`src/rtl/ftid_pkg.sv`:
```
// constants for the terminate and identification command logic
package ftid_pkg;
    // opcodes and command bytes
    localparam logic [7:0] OP_TERM      = 8'hF0;
    localparam logic [7:0] TERM_CONFIRM = 8'hD0;
    localparam logic [7:0] OP_WRSR      = 8'h71;
    localparam logic [7:0] SR5_ADDR     = 8'h05;
    localparam logic [7:0] OP_RDID      = 8'h90;
    localparam logic [7:0] OP_QRDID     = 8'h94;
    localparam logic [7:0] OP_JEDEC     = 8'h9F;
    // terminate_enable_bit position inside the status byte
    localparam int         TEB_POS      = 0;
    localparam logic       TEB_RESET    = 1'b0;
    // identification bytes; values are arbitrary
    localparam logic [7:0] MFR_CODE     = 8'hA5;
    localparam logic [7:0] DEV_CODE1    = 8'h3C;
    localparam logic [7:0] DEV_CODE2    = 8'h51;
    localparam logic [7:0] EDI_LEN      = 8'h01;
    localparam logic [7:0] EDI_VAL      = 8'h00;
    // rising serial clock counts at phase boundaries
    localparam logic [7:0] OPCODE_END   = 8'h08;
    localparam logic [7:0] CONFIRM_END  = 8'h10;
    localparam logic [7:0] SRADDR_END   = 8'h10;
    localparam logic [7:0] WRSR_END     = 8'h18;
    localparam logic [7:0] RDID_START   = 8'h20;
    localparam logic [7:0] QRDID_START  = 8'h14;
    // output pointer wrap points
    localparam logic [5:0] RDID_WRAP    = 6'h10;
    localparam logic [5:0] JEDEC_WRAP   = 6'h28;
    localparam logic [5:0] QRDID_WRAP   = 6'h04;
    // timing
    localparam int          CLK_MHZ        = 100;
    localparam int          TERM_START_NS  = 1000;
    localparam int          TERM_CYC_INT   = (TERM_START_NS * CLK_MHZ) / 1000;
    localparam logic [11:0] TERM_START_CYC = 12'(TERM_CYC_INT < 1 ? 1 : TERM_CYC_INT);

    typedef enum logic [1:0] {
        PH_CMD  = 2'b00,
        PH_BODY = 2'b01,
        PH_OUT  = 2'b10,
        PH_DROP = 2'b11
    } ftid_phase_type;
endpackage
```
`src/rtl/ftid_core.sv`:
```
// serial flash terminate command and identification readout
// What this block does
// - terminate ignored unless terminate enable set
// - wrong confirmation byte drops whole command
// - terminate starts promptly, other commands refused
// - terminate keeps volatile configuration unchanged
// - aborted page contents are undefined afterwards
// - mid-byte chip select release aborts command
// - valid terminate aborts operation immediately
// - 90h: opcode, three ignored dummy bytes
// - manufacturer then device code, msb first
// - repeat while selected; release floats output
// - 94h: dummy address on four lines, six clocks
// - ignored mode byte, four dummy clocks
// - four-line byte: two clocks, bit lane map
// - four-line: manufacturer, device code, repeating
// - 9Fh: opcode only, data on output line
// - 9Fh returns five bytes over forty clocks
`timescale 1ns/100ps
module ftid_core (
    input  wire logic       clk_sys,
    input  wire logic       reset_n,
    input  wire logic       spi_cs_n,
    input  wire logic       spi_sck,
    input  wire logic [3:0] sio_in,
    output logic      [3:0] sio_out,
    output logic      [3:0] sio_oe,
    output logic            terminate_enable_bit,
    output logic            abort_op,
    output logic            term_busy
);
    import ftid_pkg::*;

    ////////////////////////////////////////////////////////////////////////
    // pin synchronisers
    logic [2:0]     cs_s_r;
    logic [2:0]     sck_s_r;
    logic [3:0]     sio_s1_r;
    logic [3:0]     sio_s2_r;

    always_ff @(posedge clk_sys or negedge reset_n) begin
        if (!reset_n) begin
            cs_s_r   <= 3'h7;
            sck_s_r  <= 3'h0;
            sio_s1_r <= 4'h0;
            sio_s2_r <= 4'h0;
        end else begin
            cs_s_r   <= {cs_s_r[1:0], spi_cs_n};
            sck_s_r  <= {sck_s_r[1:0], spi_sck};
            sio_s1_r <= sio_in;
            sio_s2_r <= sio_s1_r;
        end
    end

    wire sel   = ~cs_s_r[1];
    wire rise  = sel & sck_s_r[1] & ~sck_s_r[2];
    wire fall  = sel & ~sck_s_r[1] & sck_s_r[2];
    wire cs_up = cs_s_r[1] & ~cs_s_r[2];

    ////////////////////////////////////////////////////////////////////////
    // command decode
    ftid_phase_type phase_r, phase_nxt;
    logic [7:0]     rcnt_r;
    logic [6:0]     shreg_r;
    logic [7:0]     opcode_r;
    logic           armed_r;
    logic           addr_ok_r;
    logic [7:0]     wrdat_r;
    logic           teb_r;
    logic           abort_r;
    logic           busy_r;
    logic [11:0]    tcnt_r;
    logic [5:0]     ptr_r;
    logic [3:0]     out_r;
    logic [3:0]     oe_r;

    wire [7:0] rcnt_nxt = rcnt_r + 8'h01;
    wire [7:0] byte_in  = {shreg_r, sio_s2_r[0]};
    wire       at_op    = rise & (phase_r == PH_CMD) & (rcnt_nxt == OPCODE_END);
    wire       op_known = (byte_in == OP_TERM) | (byte_in == OP_WRSR)
                        | (byte_in == OP_RDID) | (byte_in == OP_QRDID);
    wire       in_body  = phase_r == PH_BODY;
    wire       conf_at  = rise & in_body & (opcode_r == OP_TERM) & (rcnt_nxt == CONFIRM_END);
    wire       conf_bad = (byte_in != TERM_CONFIRM) | ~teb_r;
    wire       adr_at   = rise & in_body & (opcode_r == OP_WRSR) & (rcnt_nxt == SRADDR_END);
    wire       dat_at   = rise & in_body & (opcode_r == OP_WRSR) & (rcnt_nxt == WRSR_END);
    wire       rd_go    = rise & in_body & (opcode_r == OP_RDID) & (rcnt_nxt == RDID_START);
    // quad dummy address, mode byte and dummy clocks skipped
    wire       qrd_go   = rise & in_body & (opcode_r == OP_QRDID) & (rcnt_nxt == QRDID_START);
    // only act on a byte boundary
    wire       on_byte  = rcnt_r[2:0] == 3'h0;
    wire       term_go  = cs_up & in_body & (opcode_r == OP_TERM) & armed_r & on_byte & ~busy_r;
    wire       sr5_go   = cs_up & in_body & (opcode_r == OP_WRSR) & addr_ok_r
                        & (rcnt_r == WRSR_END) & ~busy_r;

    always_comb begin
        phase_nxt = phase_r;
        unique case (phase_r)
            PH_CMD: begin
                if (at_op) begin
                    if (busy_r)
                        phase_nxt = PH_DROP;
                    else if (byte_in == OP_JEDEC)
                        phase_nxt = PH_OUT;
                    else if (op_known)
                        phase_nxt = PH_BODY;
                    else
                        phase_nxt = PH_DROP;
                end
            end
            PH_BODY: begin
                if ((conf_at & conf_bad) | (adr_at & (byte_in != SR5_ADDR)))
                    phase_nxt = PH_DROP;
                else if (rd_go | qrd_go)
                    phase_nxt = PH_OUT;
            end
            PH_OUT:  phase_nxt = PH_OUT;
            PH_DROP: phase_nxt = PH_DROP;
        endcase
    end

    always_ff @(posedge clk_sys or negedge reset_n) begin
        if (!reset_n) begin
            phase_r   <= PH_CMD;
            rcnt_r    <= 8'h00;
            shreg_r   <= 7'h00;
            opcode_r  <= 8'h00;
            armed_r   <= 1'b0;
            addr_ok_r <= 1'b0;
            wrdat_r   <= 8'h00;
        end else if (!sel) begin
            phase_r   <= PH_CMD;
            rcnt_r    <= 8'h00;
            armed_r   <= 1'b0;
            addr_ok_r <= 1'b0;
        end else if (rise) begin
            phase_r   <= phase_nxt;
            rcnt_r    <= rcnt_nxt;
            shreg_r   <= byte_in[6:0];
            if (at_op)
                opcode_r <= byte_in;
            if (conf_at)
                armed_r <= ~conf_bad;
            if (adr_at)
                addr_ok_r <= byte_in == SR5_ADDR;
            if (dat_at)
                wrdat_r <= byte_in;
        end
    end

    ////////////////////////////////////////////////////////////////////////
    // terminate enable and terminate sequence
    always_ff @(posedge clk_sys or negedge reset_n) begin
        if (!reset_n) begin
            teb_r   <= TEB_RESET;
            abort_r <= 1'b0;
            busy_r  <= 1'b0;
            tcnt_r  <= 12'h000;
        end else begin
            if (sr5_go)
                teb_r <= wrdat_r[TEB_POS];
            abort_r <= term_go;
            if (term_go) begin
                busy_r <= 1'b1;
                tcnt_r <= TERM_START_CYC;
            end else if (busy_r) begin
                tcnt_r <= tcnt_r - 12'h001;
                busy_r <= tcnt_r != 12'h001;
            end
        end
    end

    ////////////////////////////////////////////////////////////////////////
    // identification output
    wire        quad    = opcode_r == OP_QRDID;
    wire        jedec   = opcode_r == OP_JEDEC;
    wire [39:0] id_vec  = jedec ? {MFR_CODE, DEV_CODE1, DEV_CODE2, EDI_LEN, EDI_VAL}
                                : {MFR_CODE, DEV_CODE1, 24'h000000};
    wire [5:0]  wrap    = quad ? QRDID_WRAP : (jedec ? JEDEC_WRAP : RDID_WRAP);
    wire [7:0]  shamt   = quad ? {ptr_r, 2'b00} : {2'b00, ptr_r};
    wire [39:0] shifted = id_vec << shamt;
    wire [5:0]  ptr_inc = ptr_r + 6'h01;
    wire        out_now = fall & (phase_r == PH_OUT);

    always_ff @(posedge clk_sys or negedge reset_n) begin
        if (!reset_n) begin
            ptr_r <= 6'h00;
            out_r <= 4'h0;
            oe_r  <= 4'h0;
        end else if (!sel) begin
            ptr_r <= 6'h00;
            oe_r  <= 4'h0;
        end else if (out_now) begin
            ptr_r <= (ptr_inc == wrap) ? 6'h00 : ptr_inc;
            // hold, wp, so, si carry bits 7..4
            out_r <= quad ? shifted[39:36] : {2'b00, shifted[39], 1'b0};
            oe_r  <= quad ? 4'hF : 4'h2;
        end
    end

    assign sio_out              = out_r;
    assign sio_oe               = oe_r;
    assign terminate_enable_bit = teb_r;
    assign abort_op             = abort_r;
    assign term_busy            = busy_r;
endmodule // ftid_core

```
`config.mk`:
```
export PLATFORM = sky130hd
export DESIGN_NAME = ftid_core
export DESIGN_NICKNAME = d
export VERILOG_FILES = /design/src/rtl/ftid_pkg.sv /design/src/rtl/ftid_core.sv
export SDC_FILE = /design/constraint.sdc
export NUM_CORES = 1
export LEC_CHECK = 0
export BUFFER_PORTS_ARGS = -buffer_cell sky130_fd_sc_hd__buf_4
export CAP_MARGIN = 5
export CORE_ASPECT_RATIO = 0.9
export CORE_MARGIN = 2
export CORE_UTILIZATION = 55
export DETAILED_ROUTE_END_ITERATION = 6
export PLACE_DENSITY = 0.73
export SKIP_CTS_REPAIR_TIMING = 1
export SLEW_MARGIN = 0
export SYNTH_ARGS = -nofsm -noshare
export SYNTH_HDL_FRONTEND = slang
export SYNTH_SLANG_ARGS = --single-unit
```
`constraint.sdc`:
```
create_clock -name clk_sys -period 7.4 [get_ports clk_sys]
set_clock_uncertainty 0.05 [all_clocks]
set_input_delay 1.48 -clock clk_sys [delete_from_list [all_inputs] [get_ports clk_sys]]
set_output_delay 1.48 -clock clk_sys [all_outputs]
set_load 0.02 [all_outputs]
```
After elaboration in Yosys (flattened, before gate mapping)
Cells that the tools add are included.
{"block": "word_totals", "regBits": 65}
{"block": "op_classes", "add_sub_neg": 3, "eq_ne": 26, "shift": 1, "mux": 32, "bitwise_logic": 42, "reduce_logical": 14}
{"op": "equality test 8 bit (second input constant)", "count": 8}
{"op": "<< shifter 40 x 8 -> 40 bit", "count": 1}
{"op": "equality test 8 x 5 -> 1 bit (second input constant)", "count": 4}
{"op": "2-to-1 mux 6 bit", "count": 5}
{"op": "bitwise AND 1 bit", "count": 29}
{"op": "2-to-1 mux 12 bit", "count": 2}
{"op": "2-to-1 mux 8 bit", "count": 3}
{"op": "2-to-1 mux 23 bit", "count": 1}
{"op": "equality test 8 x 7 -> 1 bit (second input constant)", "count": 2}
{"op": "2-to-1 mux 2 bit", "count": 8}
{"op": "2-to-1 mux 4 bit", "count": 4}
{"op": "inequality test 12 x 1 -> 1 bit (second input constant)", "count": 1}
{"op": "subtractor 12 x 1 -> 12 bit (second input constant)", "count": 1}
{"op": "nonzero test 2 bit", "count": 5}
{"op": "AND reduction 3 bit", "count": 3}
{"op": "adder 8 x 1 -> 8 bit (second input constant)", "count": 1}
{"op": "equality test 8 x 3 -> 1 bit (second input constant)", "count": 1}
{"op": "equality test 8 x 4 -> 1 bit (second input constant)", "count": 1}
{"op": "equality test 8 x 6 -> 1 bit (second input constant)", "count": 1}
{"op": "2-to-1 mux 1 bit", "count": 8}
{"op": "inequality test 8 x 3 -> 1 bit (second input constant)", "count": 1}
{"op": "inequality test 8 bit (second input constant)", "count": 1}
{"op": "case mux 2 bit (4 select lines)", "count": 1}
{"op": "AND reduction 2 bit", "count": 4}
{"op": "10 further kinds", "count": 22}

Depth between registers and ports, before layout
Gate-level depths: netlist of run 1.
{"block": "logic_depth", "word_depth": 12, "mapped_depth": 10, "mapped_depth_nobuf": 9}

Worst setup path before layout of run 1
OpenSTA, ideal clock, no wires.
{"block": "synth_timing", "path_kind": "reg2reg", "startpoint": "register rcnt_r[1]", "endpoint": "register opcode_r[0]", "arrival_ps": 2149, "setup_slack_ps": 5076, "stages_incl_launch_ff": 8, "n_path_buf": 0, "synth_period_minus_slack_ps": 2324, "path_cell_list": "dfrtp_1 > ha_1 > and2_1 > o2111ai_1 > a211oi_2 > nand3_2 > nor4_4 > mux2_2"}
{"block": "synth_between", "elab_chain_cells": 4}
{"item": "start, declared", "line": "ftid_core.sv:63", "source": "logic [7:0] rcnt_r;"}
{"item": "start signal, assigned", "line": "ftid_core.sv:138", "source": "rcnt_r <= rcnt_nxt;"}
{"item": "adder 8 x 1 -> 8 bit", "line": "ftid_core.sv:77", "source": "wire [7:0] rcnt_nxt = rcnt_r + 8'h01;"}
{"item": "equality test 8 x 4 -> 1 bit", "line": "ftid_core.sv:79", "source": "wire at_op = rise & (phase_r == PH_CMD) & (rcnt_nxt == OPCODE_END);"}
{"item": "bitwise AND 1 bit", "line": "ftid_core.sv:79"}
{"item": "AND reduction 3 bit (no line)"}
{"item": "end signal, assigned", "line": "ftid_core.sv:141", "source": "opcode_r <= byte_in;"}
{"item": "end, declared", "line": "ftid_core.sv:65", "source": "logic [7:0] opcode_r;"}
No other way between the ends.
A chain may end at the register's enable or synchronous reset.

Final worst setup path of run 1
{"block": "layout_timing", "startpoint": "register busy_r (netlist: term_busy)", "endpoint": "output port term_busy"}
{"item": "start, declared", "line": "ftid_core.sv:71", "source": "logic busy_r;"}
{"item": "start signal, assigned", "line": "ftid_core.sv:157", "source": "busy_r <= 1'b0;"}
{"item": "start signal, assigned", "line": "ftid_core.sv:164", "source": "busy_r <= 1'b1;"}
{"item": "start signal, assigned", "line": "ftid_core.sv:168", "source": "busy_r <= tcnt_r != 12'h001;"}
{"item": "end, declared", "line": "ftid_core.sv:30", "source": "output logic term_busy"}
No word-level cell between the ends.

==> results of run 1 <==
## cells in the final DEF, fill, tap and decap left out, drive strengths merged, types with 12 or more instances in the layout
| cell type | n |
|---|---|
| buf | 15 |
| nand2 | 25 |
| nor2 | 26 |
| nand3 | 22 |
| a21oi | 12 |
| o21ai | 25 |
| inv | 14 |
| mux2 | 18 |
| nor3 | 12 |
| dfrtp | 60 |
## cell families (layout without fill, tap and decap cells)
kind of cell	after synthesis	in the layout	synth area share, %
adder cells (fa/ha/maj)	6	6	2.19
buffers and inverters	30	45	3.83
AO/OA/AOI/OAI	65	65	12.5
XOR/XNOR	13	13	3.32
AND/OR/NAND/NOR	150	150	25.0
multiplexers	22	22	7.08
flip-flops	63	63	46.1
## where the power goes
part	leakage, nW	switching (mW)	internal, mW
Sequential	0.850	0.0289	0.363
Combinational	0.635	0.0216	0.0227
Clock	0.0981	0.133	0.163
Total	1.58	0.183	0.548
## registers in the layout (all words and copies together), names as in the netlist, 2 cells and up
register,cells
cs_s_r,3
opcode_r,8
phase_r,2
ptr_r,6
rcnt_r,8
sck_s_r,3
shreg_r,7
sio_oe,2
sio_out,4
tcnt_r,12
## layout make-up
type	count	area, µm²
sequential	63	1580
clock buffer	10	138
fill	520	2330
multi-input combinational	256	1720
tap	72	90.1
clock inverter	6	60.1
timing repair buffer	15	113
inverter	14	52.6
## routing by layer
metal,part of all wire [%],vias to the layer above
met5,0,-
met4,1.6,0
met3,5.0,11
li1,-,1291
met2,46,67
met1,47,1266
## path summary, 6_finish.rpt
| path | cells past startpoint | slack [ps] | endpoint | start |
|---|---|---|---|---|
| setup / recovery | 1 | 4660 | term_busy | term_busy |
| min in group asynchronous | 1 | 1140 | ptr_r[5] | reset_n |
| max in group asynchronous | 1 | 5620 | opcode_r[7] | reset_n |
| setup reg to reg | 7 | 4760 | opcode_r[4] | rcnt_r[1] |
| hold reg to reg | 0 | 300 | sio_s2_r[0] | sio_s1_r[0] |
| hold / removal | 0 | 300 | sio_s2_r[0] | sio_s1_r[0] |
==> results.cfg, run 1 <==
[finish]
antenna_cells = 0
area_growth_pct = 9.38
fin_util_pct = 61.6
fin_area_mm2 = 0.00375
nNetsFinal = 373
fin_cells = 436
layout-drive-gt1-share_pct = 18.4

[timing]
finalSetupTns_ps = 0
hold_ws_ps = 302
rsz0062_at_grt = no
worst_slack_ps = 4660
worst-slew-pin-transition_ps = 777
fmax_mhz = 365
fin_crit_ps = 2740
setup_viol = 0
period_share_pct = 37.0
finalHoldViolations = 0
relSlewSlack_pct = 48.2
drv_slew = 0

[placement]
gp_congestion = 0.885
dp_slack_ps = 4780
dpl.hpwl_um = 4700
dpl-instance-area_mm2 = 0.00355
dp_cells = 420
io_buffer_count = 15

[logic_synthesis]
ys_ff_latch = 63
yosys_warnings = 0
synth_most_common_cell = dfrtp_1
ys_types = 66
synth.top_cells.by_count = 60 x dfrtp_1, 25 x nand2_1, 25 x nor2_1
yosysTopAreaCell = dfrtp_1
synth_top_area_share_pct = 43.8
synth_area_leaders = dfrtp_1 44%, mux2_2 5.9%, nand3_1 3.1%
async_flop_share_pct = 100
post_synth.cell_area_avg_um2 = 9.82
syn_area_mm2 = 0.00343
ys.flop_type = dfrtp_1
syn_nets = 363
synth_edf_count = 0
synthCells = 349
yosysSeqAreaShare_pct = 46.1

[clocking]
cts_num_sinks = 63
htree_levels = 3
tritoncts = done
clkTransAtPathRegs_ps = 70
root_buffer = clkbuf_8
cts_made_buffers = 9
clockBufferDepth = 2
insertion_delay_ps = 350

[die]
start_util_pct = 56.4
die_h_um = 78.9
core.rowCount = 27
pin_count = 19
die_w_um = 87.2
dieArea_mm2 = 0.00688
core-area_mm2 = 0.00608

[power]
power_mw = 0.731
ir_worst_vdd_uv = 193
p_leak_nw = 1.58
p_per_area_mw_per_mm2 = 195

[global_route]
grt_util_met1_pct = 29.6
track_usage_pct = 22.0
grt-ovfl-total = 0
grt_pass1_vias = 2553
grt_pass1_wl_um = 11800
grt_use_met3_pct = 7.07
grtUsageMet2_pct = 32.9
antenna_found_initial = 0
busiest_layer = met2
grt_max_degree = 64

[flow_run]
maxCapViolCount = 0

[setup_path]
path_buf_inv = 1
crit_chain = buf_4
end_kind = primary output
worst_ep_arrival_time_ps = 1210
worstSetupStartpointType = register
worst-setup-path-type = register to primary output
worst_path_max_delay_cell = dfrtp_1
cp_top_family = flip-flops
cp_max_fo = 12
crit_required_ps = 5870
cp_slowest_stage_delay_ps = 630

[drt]
first_pass_iters = 4
viasPerCell = 6.04
drcViolationCount = 0
ant_nets = 0
vias = 2635
routed_wl_um = 6840
drt_iter0_drc = 106
wire_per_inst_um = 15.7

[hold_path]
hp-class = register to register

[run_status]
status = completed
(Power assumes the default switching activity.)
==> run 2, diff against run 1 <==
--- a/config.mk
+++ b/config.mk
@@ -5,13 +5,14 @@
 export SDC_FILE = /design/constraint.sdc
 export NUM_CORES = 1
 export LEC_CHECK = 0
+export ABC_AREA = 1
 export BUFFER_PORTS_ARGS = -buffer_cell sky130_fd_sc_hd__buf_4
 export CAP_MARGIN = 5
 export CORE_ASPECT_RATIO = 0.9
 export CORE_MARGIN = 2
 export CORE_UTILIZATION = 55
 export DETAILED_ROUTE_END_ITERATION = 6
-export PLACE_DENSITY = 0.73
+export PLACE_DENSITY = 0.76
 export SKIP_CTS_REPAIR_TIMING = 1
 export SLEW_MARGIN = 0
 export SYNTH_ARGS = -nofsm -noshare
==> constraint.sdc (replaced) <==
create_clock -name clk_sys -period 2.2 [get_ports clk_sys]
set_clock_uncertainty 0.05 [all_clocks]
set_input_delay 0.44 -clock clk_sys [delete_from_list [all_inputs] [get_ports clk_sys]]
set_output_delay 0.44 -clock clk_sys [all_outputs]
set_load 0.02 [all_outputs]
==> results.cfg, run 2 <==
[setup_path]
worst-setup-path-type = register to register
critPathMostFrequentCell = nor2_1
crit_required_ps = 2430
path_buf_inv = 0
end_kind = register
r2r_slack_ps = 170
cp_slowest_stage_delay_ps = 450
worst_ep_arrival_time_ps = 2270
worstSetupStartpointType = register
worst_path_max_delay_cell = dfrtp_2
crit_chain = ha_1 -> xnor2_2 -> nand4_1 -> nor2_1 -> nand4_2 -> o21ai_1 -> nor2_1 -> nor2_1 -> nand2_1 -> nand2_1
cp_top_family = simple AND/OR/NAND/NOR gates
cp_max_fo = 6

[clocking]
clkTransAtPathRegs_ps = 80
root_buffer = clkbuf_8
cts_num_sinks = 63
cts_made_buffers = 9
tritoncts = done
htree_levels = 3
insertion_delay_ps = 340
clockBufferDepth = 2

[power]
p_per_area_mw_per_mm2 = 699
ir_worst_vdd_uv = 462
p_leak_nw = 1.83

[hold_path]
hp-class = input pin to async pin

[timing]
finalHoldViolations = 0
worst-slew-pin-transition_ps = 782
fmax_mhz = 491
period_share_pct = 92.5
fin_crit_ps = 2030
setup_viol = 0
relSlewSlack_pct = 47.9
rsz0062_at_grt = no
finalSetupTns_ps = 0
drv_slew = 0

[global_route]
grt_max_degree = 64
grt_pass1_vias = 2674
grt-ovfl-total = 0
antenna_found_initial = 0
track_usage_pct = 22.9
grt_pass1_wl_um = 12400

[logic_synthesis]
synthCells = 440
ys_types = 44
synth.top_cells.by_count = 87 x nand2_1, 60 x dfrtp_1, 59 x inv_1
ys_ff_latch = 63
syn_nets = 454
ys.flop_type = dfrtp_1
yosysSeqAreaShare_pct = 45.2
synth_top_area_share_pct = 42.9
yosys_warnings = 0
async_flop_share_pct = 100
synth_edf_count = 0
syn_area_mm2 = 0.00350
post_synth.cell_area_avg_um2 = 7.95
synth_most_common_cell = nand2_1
synth_area_leaders = dfrtp_1 43%, nand2_1 9.3%, inv_1 6.3%
yosysTopAreaCell = dfrtp_1

[die]
core-area_mm2 = 0.00615
die_h_um = 79.7
pin_count = 19
core.rowCount = 27
die_w_um = 88.1
start_util_pct = 56.9
dieArea_mm2 = 0.00702

[drt]
drt_iter0_drc = 305
ant_nets = 0
vias = 2998
drcViolationCount = 0
first_pass_iters = 5
wire_per_inst_um = 13.2
routed_wl_um = 7350
viasPerCell = 5.39

[finish]
largest_reg_flops = 12
nFillCells = 543
nNetsFinal = 478
fin_area_mm2 = 0.00395
layout_common_cells = 87 x nand2_1, 59 x inv_1, 59 x dfrtp_1, 41 x nand3_1, 40 x nor2_1
top_register = tcnt_r
area_growth_pct = 12.9
layout-drive-gt1-share_pct = 16.4
reg.largest.list = tcnt_r: 12 flops, opcode_r: 8 flops, rcnt_r: 8 flops
antenna_cells = 0
layout_commonest_cell = nand2_1

[placement]
gp_congestion = 0.930
io_buffer_count = 15
dpl.hpwl_um = 5390
dpl-instance-area_mm2 = 0.00371

[flow_run]
maxCapViolCount = 0

[run_status]
status = completed
==> run 2: logic make-up after synthesis <==
logic type      count (synthesis)  share of synthesized area (%)
flops                          63                           45.2
xor+xnor                        5                           1.25
simple gates                  222                           31.2
fa+ha+maj                       6                           2.15
compound gates                 67                           10.8
mux                             3                          0.858
buf+inv                        74                           8.58
==> run 2: final cells by class <==
type | instances | area (µm²) | area share [%]
timing repair buffer | 21 | 158 | 3.99
inverter | 66 | 248 | 6.27
multi-input combinational | 303 | 1630 | 41.3
sequential | 63 | 1580 | 40.0
tap | 87 | 109 | 2.76
clock inverter | 5 | 81.3 | 2.06
clock buffer | 11 | 141 | 3.58
==> run 2: power breakdown <==
part           switching (mW)  total [mW]  internal [mW]  leakage (nW)
combinational           0.228       0.344          0.115         0.873
clock                   0.452        1.12          0.669         0.110
sequential             0.0676        1.30           1.23         0.846
==> run 2: stage by stage <==
step | total power, mW | setup slack (ps) | utilization, % | hold slack (ps) | cells
CTS | 2.78 | 83.2 | 64.0 | 141 | 556
global route | 2.90 | 34.7 | 64.2 | 136 | 556
global placement | 1.64 | 173 | 60.4 | 282 | 540
floorplan | 1.53 | 351 | - | 94.4 | 440
detailed placement | 1.66 | 109 | 60.4 | 288 | 540
finish | 2.76 | 165 | 64.2 | 130 | 556
==> run 2: per-layer routing <==
layer	vias up	wire (µm)	GRT usage (%)
met5	-	0	0
li1	1488	-	-
met4	0	125	8.03
met1	1402	3550	31.5
met3	11	363	5.38
met2	97	3310	35.6
==> run 2: path summary, 6_finish.rpt <==
| kind | to | startpoint | cells past startpoint |
|---|---|---|---|
| worst max-delay path | phase_r[0] | rcnt_r[0] | 10 |
| worst min-delay path | rcnt_r[2] | reset_n | 1 |
| worst max register to register | phase_r[0] | rcnt_r[0] | 10 |
| worst min register to register | sio_s2_r[0] | sio_s1_r[0] | 0 |
| max in group asynchronous | rcnt_r[0] | reset_n | 1 |
| min in group clk_sys | cs_s_r[0] | spi_cs_n | 1 |
==> run 3, diff against run 2 <==
--- a/config.mk
+++ b/config.mk
@@ -8,7 +8,7 @@
 export ABC_AREA = 1
 export BUFFER_PORTS_ARGS = -buffer_cell sky130_fd_sc_hd__buf_4
 export CAP_MARGIN = 5
-export CORE_ASPECT_RATIO = 0.9
+export CORE_ASPECT_RATIO = 0.6
 export CORE_MARGIN = 2
 export CORE_UTILIZATION = 55
 export DETAILED_ROUTE_END_ITERATION = 6
==> results.cfg, run 3 (synthesized netlist as in run 2, its figures left out) <==
[setup_path]
endpoint = phase_r[0]
startpoint = rcnt_r[1]
crit_required_ps = 2390
worstReg2RegStart = rcnt_r[1]
ff2ff_path_depth = 14
r2r_slack_ps = 170
worst-setup-path-type = register to register
worst_ep_arrival_time_ps = 2220
worstSetupStartpointType = register
r2r_end = phase_r[0]
end_kind = register
cp_max_fo = 5

[placement]
gp_congestion = 0.978
io_buffer_count = 15
dp_slack_ps = 134
dpl.hpwl_um = 5810

[global_route]
grt-ovfl-total = 0
antenna_found_initial = 0
grt_max_degree = 64
grt_pass1_vias = 2708
grt_pass1_wl_um = 13200
track_usage_pct = 24.8

[die]
core-area_mm2 = 0.00614
start_util_pct = 57.0
die_w_um = 107
core.rowCount = 22
dieArea_mm2 = 0.00704
die_h_um = 65.8
pin_count = 19

[finish]
ff_latch_area_mm2 = 0.00158
layout_common_cells = 87 x nand2_1, 59 x inv_1, 59 x dfrtp_1, 41 x nand3_1, 39 x nor2_1
reg.largest.list = tcnt_r: 12 flops, opcode_r: 8 flops, rcnt_r: 8 flops
nFillCells = 509
area_growth_pct = 13.8
top_register = tcnt_r
layout_commonest_cell = nand2_1
largest_reg_flops = 12
antenna_cells = 0
nNetsFinal = 484
multiInputGateArea_mm2 = 0.00164
layout-drive-gt1-share_pct = 17.9

[clocking]
root_buffer = clkbuf_8
cts_made_buffers = 9
clockBufferDepth = 2
cts_num_sinks = 63
tritoncts = done
clkTransAtPathRegs_ps = 80
insertion_delay_ps = 350
htree_levels = 3

[drt]
routed_wl_um = 8080
vias = 3086
ant_nets = 0
viasPerCell = 5.52
first_pass_iters = 5
wire_per_inst_um = 14.4
drt_iter0_drc = 260
drcViolationCount = 0

[timing]
finalHoldViolations = 0
worst_slack_ps = 166
relSlewSlack_pct = 47.8
hold_ws_ps = 130
worst-slew-pin-transition_ps = 782
setup_viol = 0
fin_crit_ps = 2030
fmax_mhz = 492
drv_slew = 0
period_share_pct = 92.5

[power]
ir_worst_vdd_uv = 371
p_int_mw = 1.88
power_switching_mw = 0.802
p_leak_nw = 1.84
pwr-share-comb_pct = 12.8
p_per_area_mw_per_mm2 = 674
sw_frac_of_total_pct = 29.9
clkPwrFrac_pct = 38.8
p_seq_share_pct = 48.3

[hold_path]
hp-class = input pin to async pin

[flow_run]
maxCapViolCount = 0

[run_status]
status = completed
[run 3: layout make-up]
cell class | instances | area share, %
clock buffer | 9 | 3.11
clock inverter | 7 | 2.01
timing repair buffer | 27 | 5.09
multi-input combinational | 303 | 41.2
tap | 84 | 2.64
inverter | 66 | 6.22
sequential | 63 | 39.7
[run 3: worst min-delay path by stage]
stage / slack [ps] / startpoint / end
2_1_floorplan: 90 / reset_n / abort_op
3_3_place_gp: 280 / sck_s_r[0] / sck_s_r[1]
3_5_place_dp: 290 / sck_s_r[0] / sck_s_r[1]
4_1_cts: 130 / spi_cs_n / cs_s_r[0]
5_1_grt: 120 / spi_cs_n / cs_s_r[0]
6_report: 130 / reset_n / opcode_r[4]
[run 3: per-stage QoR]
step | util (%) | TNS (ps) | instance area [µm²] | power, mW | std cells
after floorplan | - | 0 | 3500 | 1.53 | 440
after global placement | 61.0 | 0 | 3750 | 1.65 | 542
after detailed placement | 61.0 | 0 | 3750 | 1.65 | 542
after CTS | 64.3 | 0 | 3950 | 2.69 | 558
after global routing | 64.9 | -5.30 | 3980 | 2.82 | 559
final | 64.9 | 0 | 3980 | 2.68 | 559
[run 3: power by group through the flow]
stage                     sequential, mW  combinational, mW  clock (mW)
after global placement              1.31              0.333           0
final                               1.30              0.344        1.04
after global routing                1.31              0.391        1.12
after CTS                           1.29              0.341        1.06
after detailed placement            1.32              0.338           0
after floorplan                     1.32              0.219           0
[run 3: metal layers]
layer  up-vias  wire length [µm]  global-route usage [%]
met5         -                 0                       0
met4         0               110                    9.25
met3        13               523                    8.18
met2        97              3310                    33.0
met1      1476              4130                    37.1
li1       1500                 -                       -
[run 3: worst max-delay path: stages, from the launching register on]
cell and delay [ps]:
dfrtp_1 450, ha_4 180, nand2_1 70, nor2_2 160, nand2_1 80, nand2_1 80, nand2_2 110, nor2_8 140
nand3_2 80, nor2_2 150, nand2_2 110, nand3_2 100, nand2_2 60, nand2_1 60, nand2_1 50
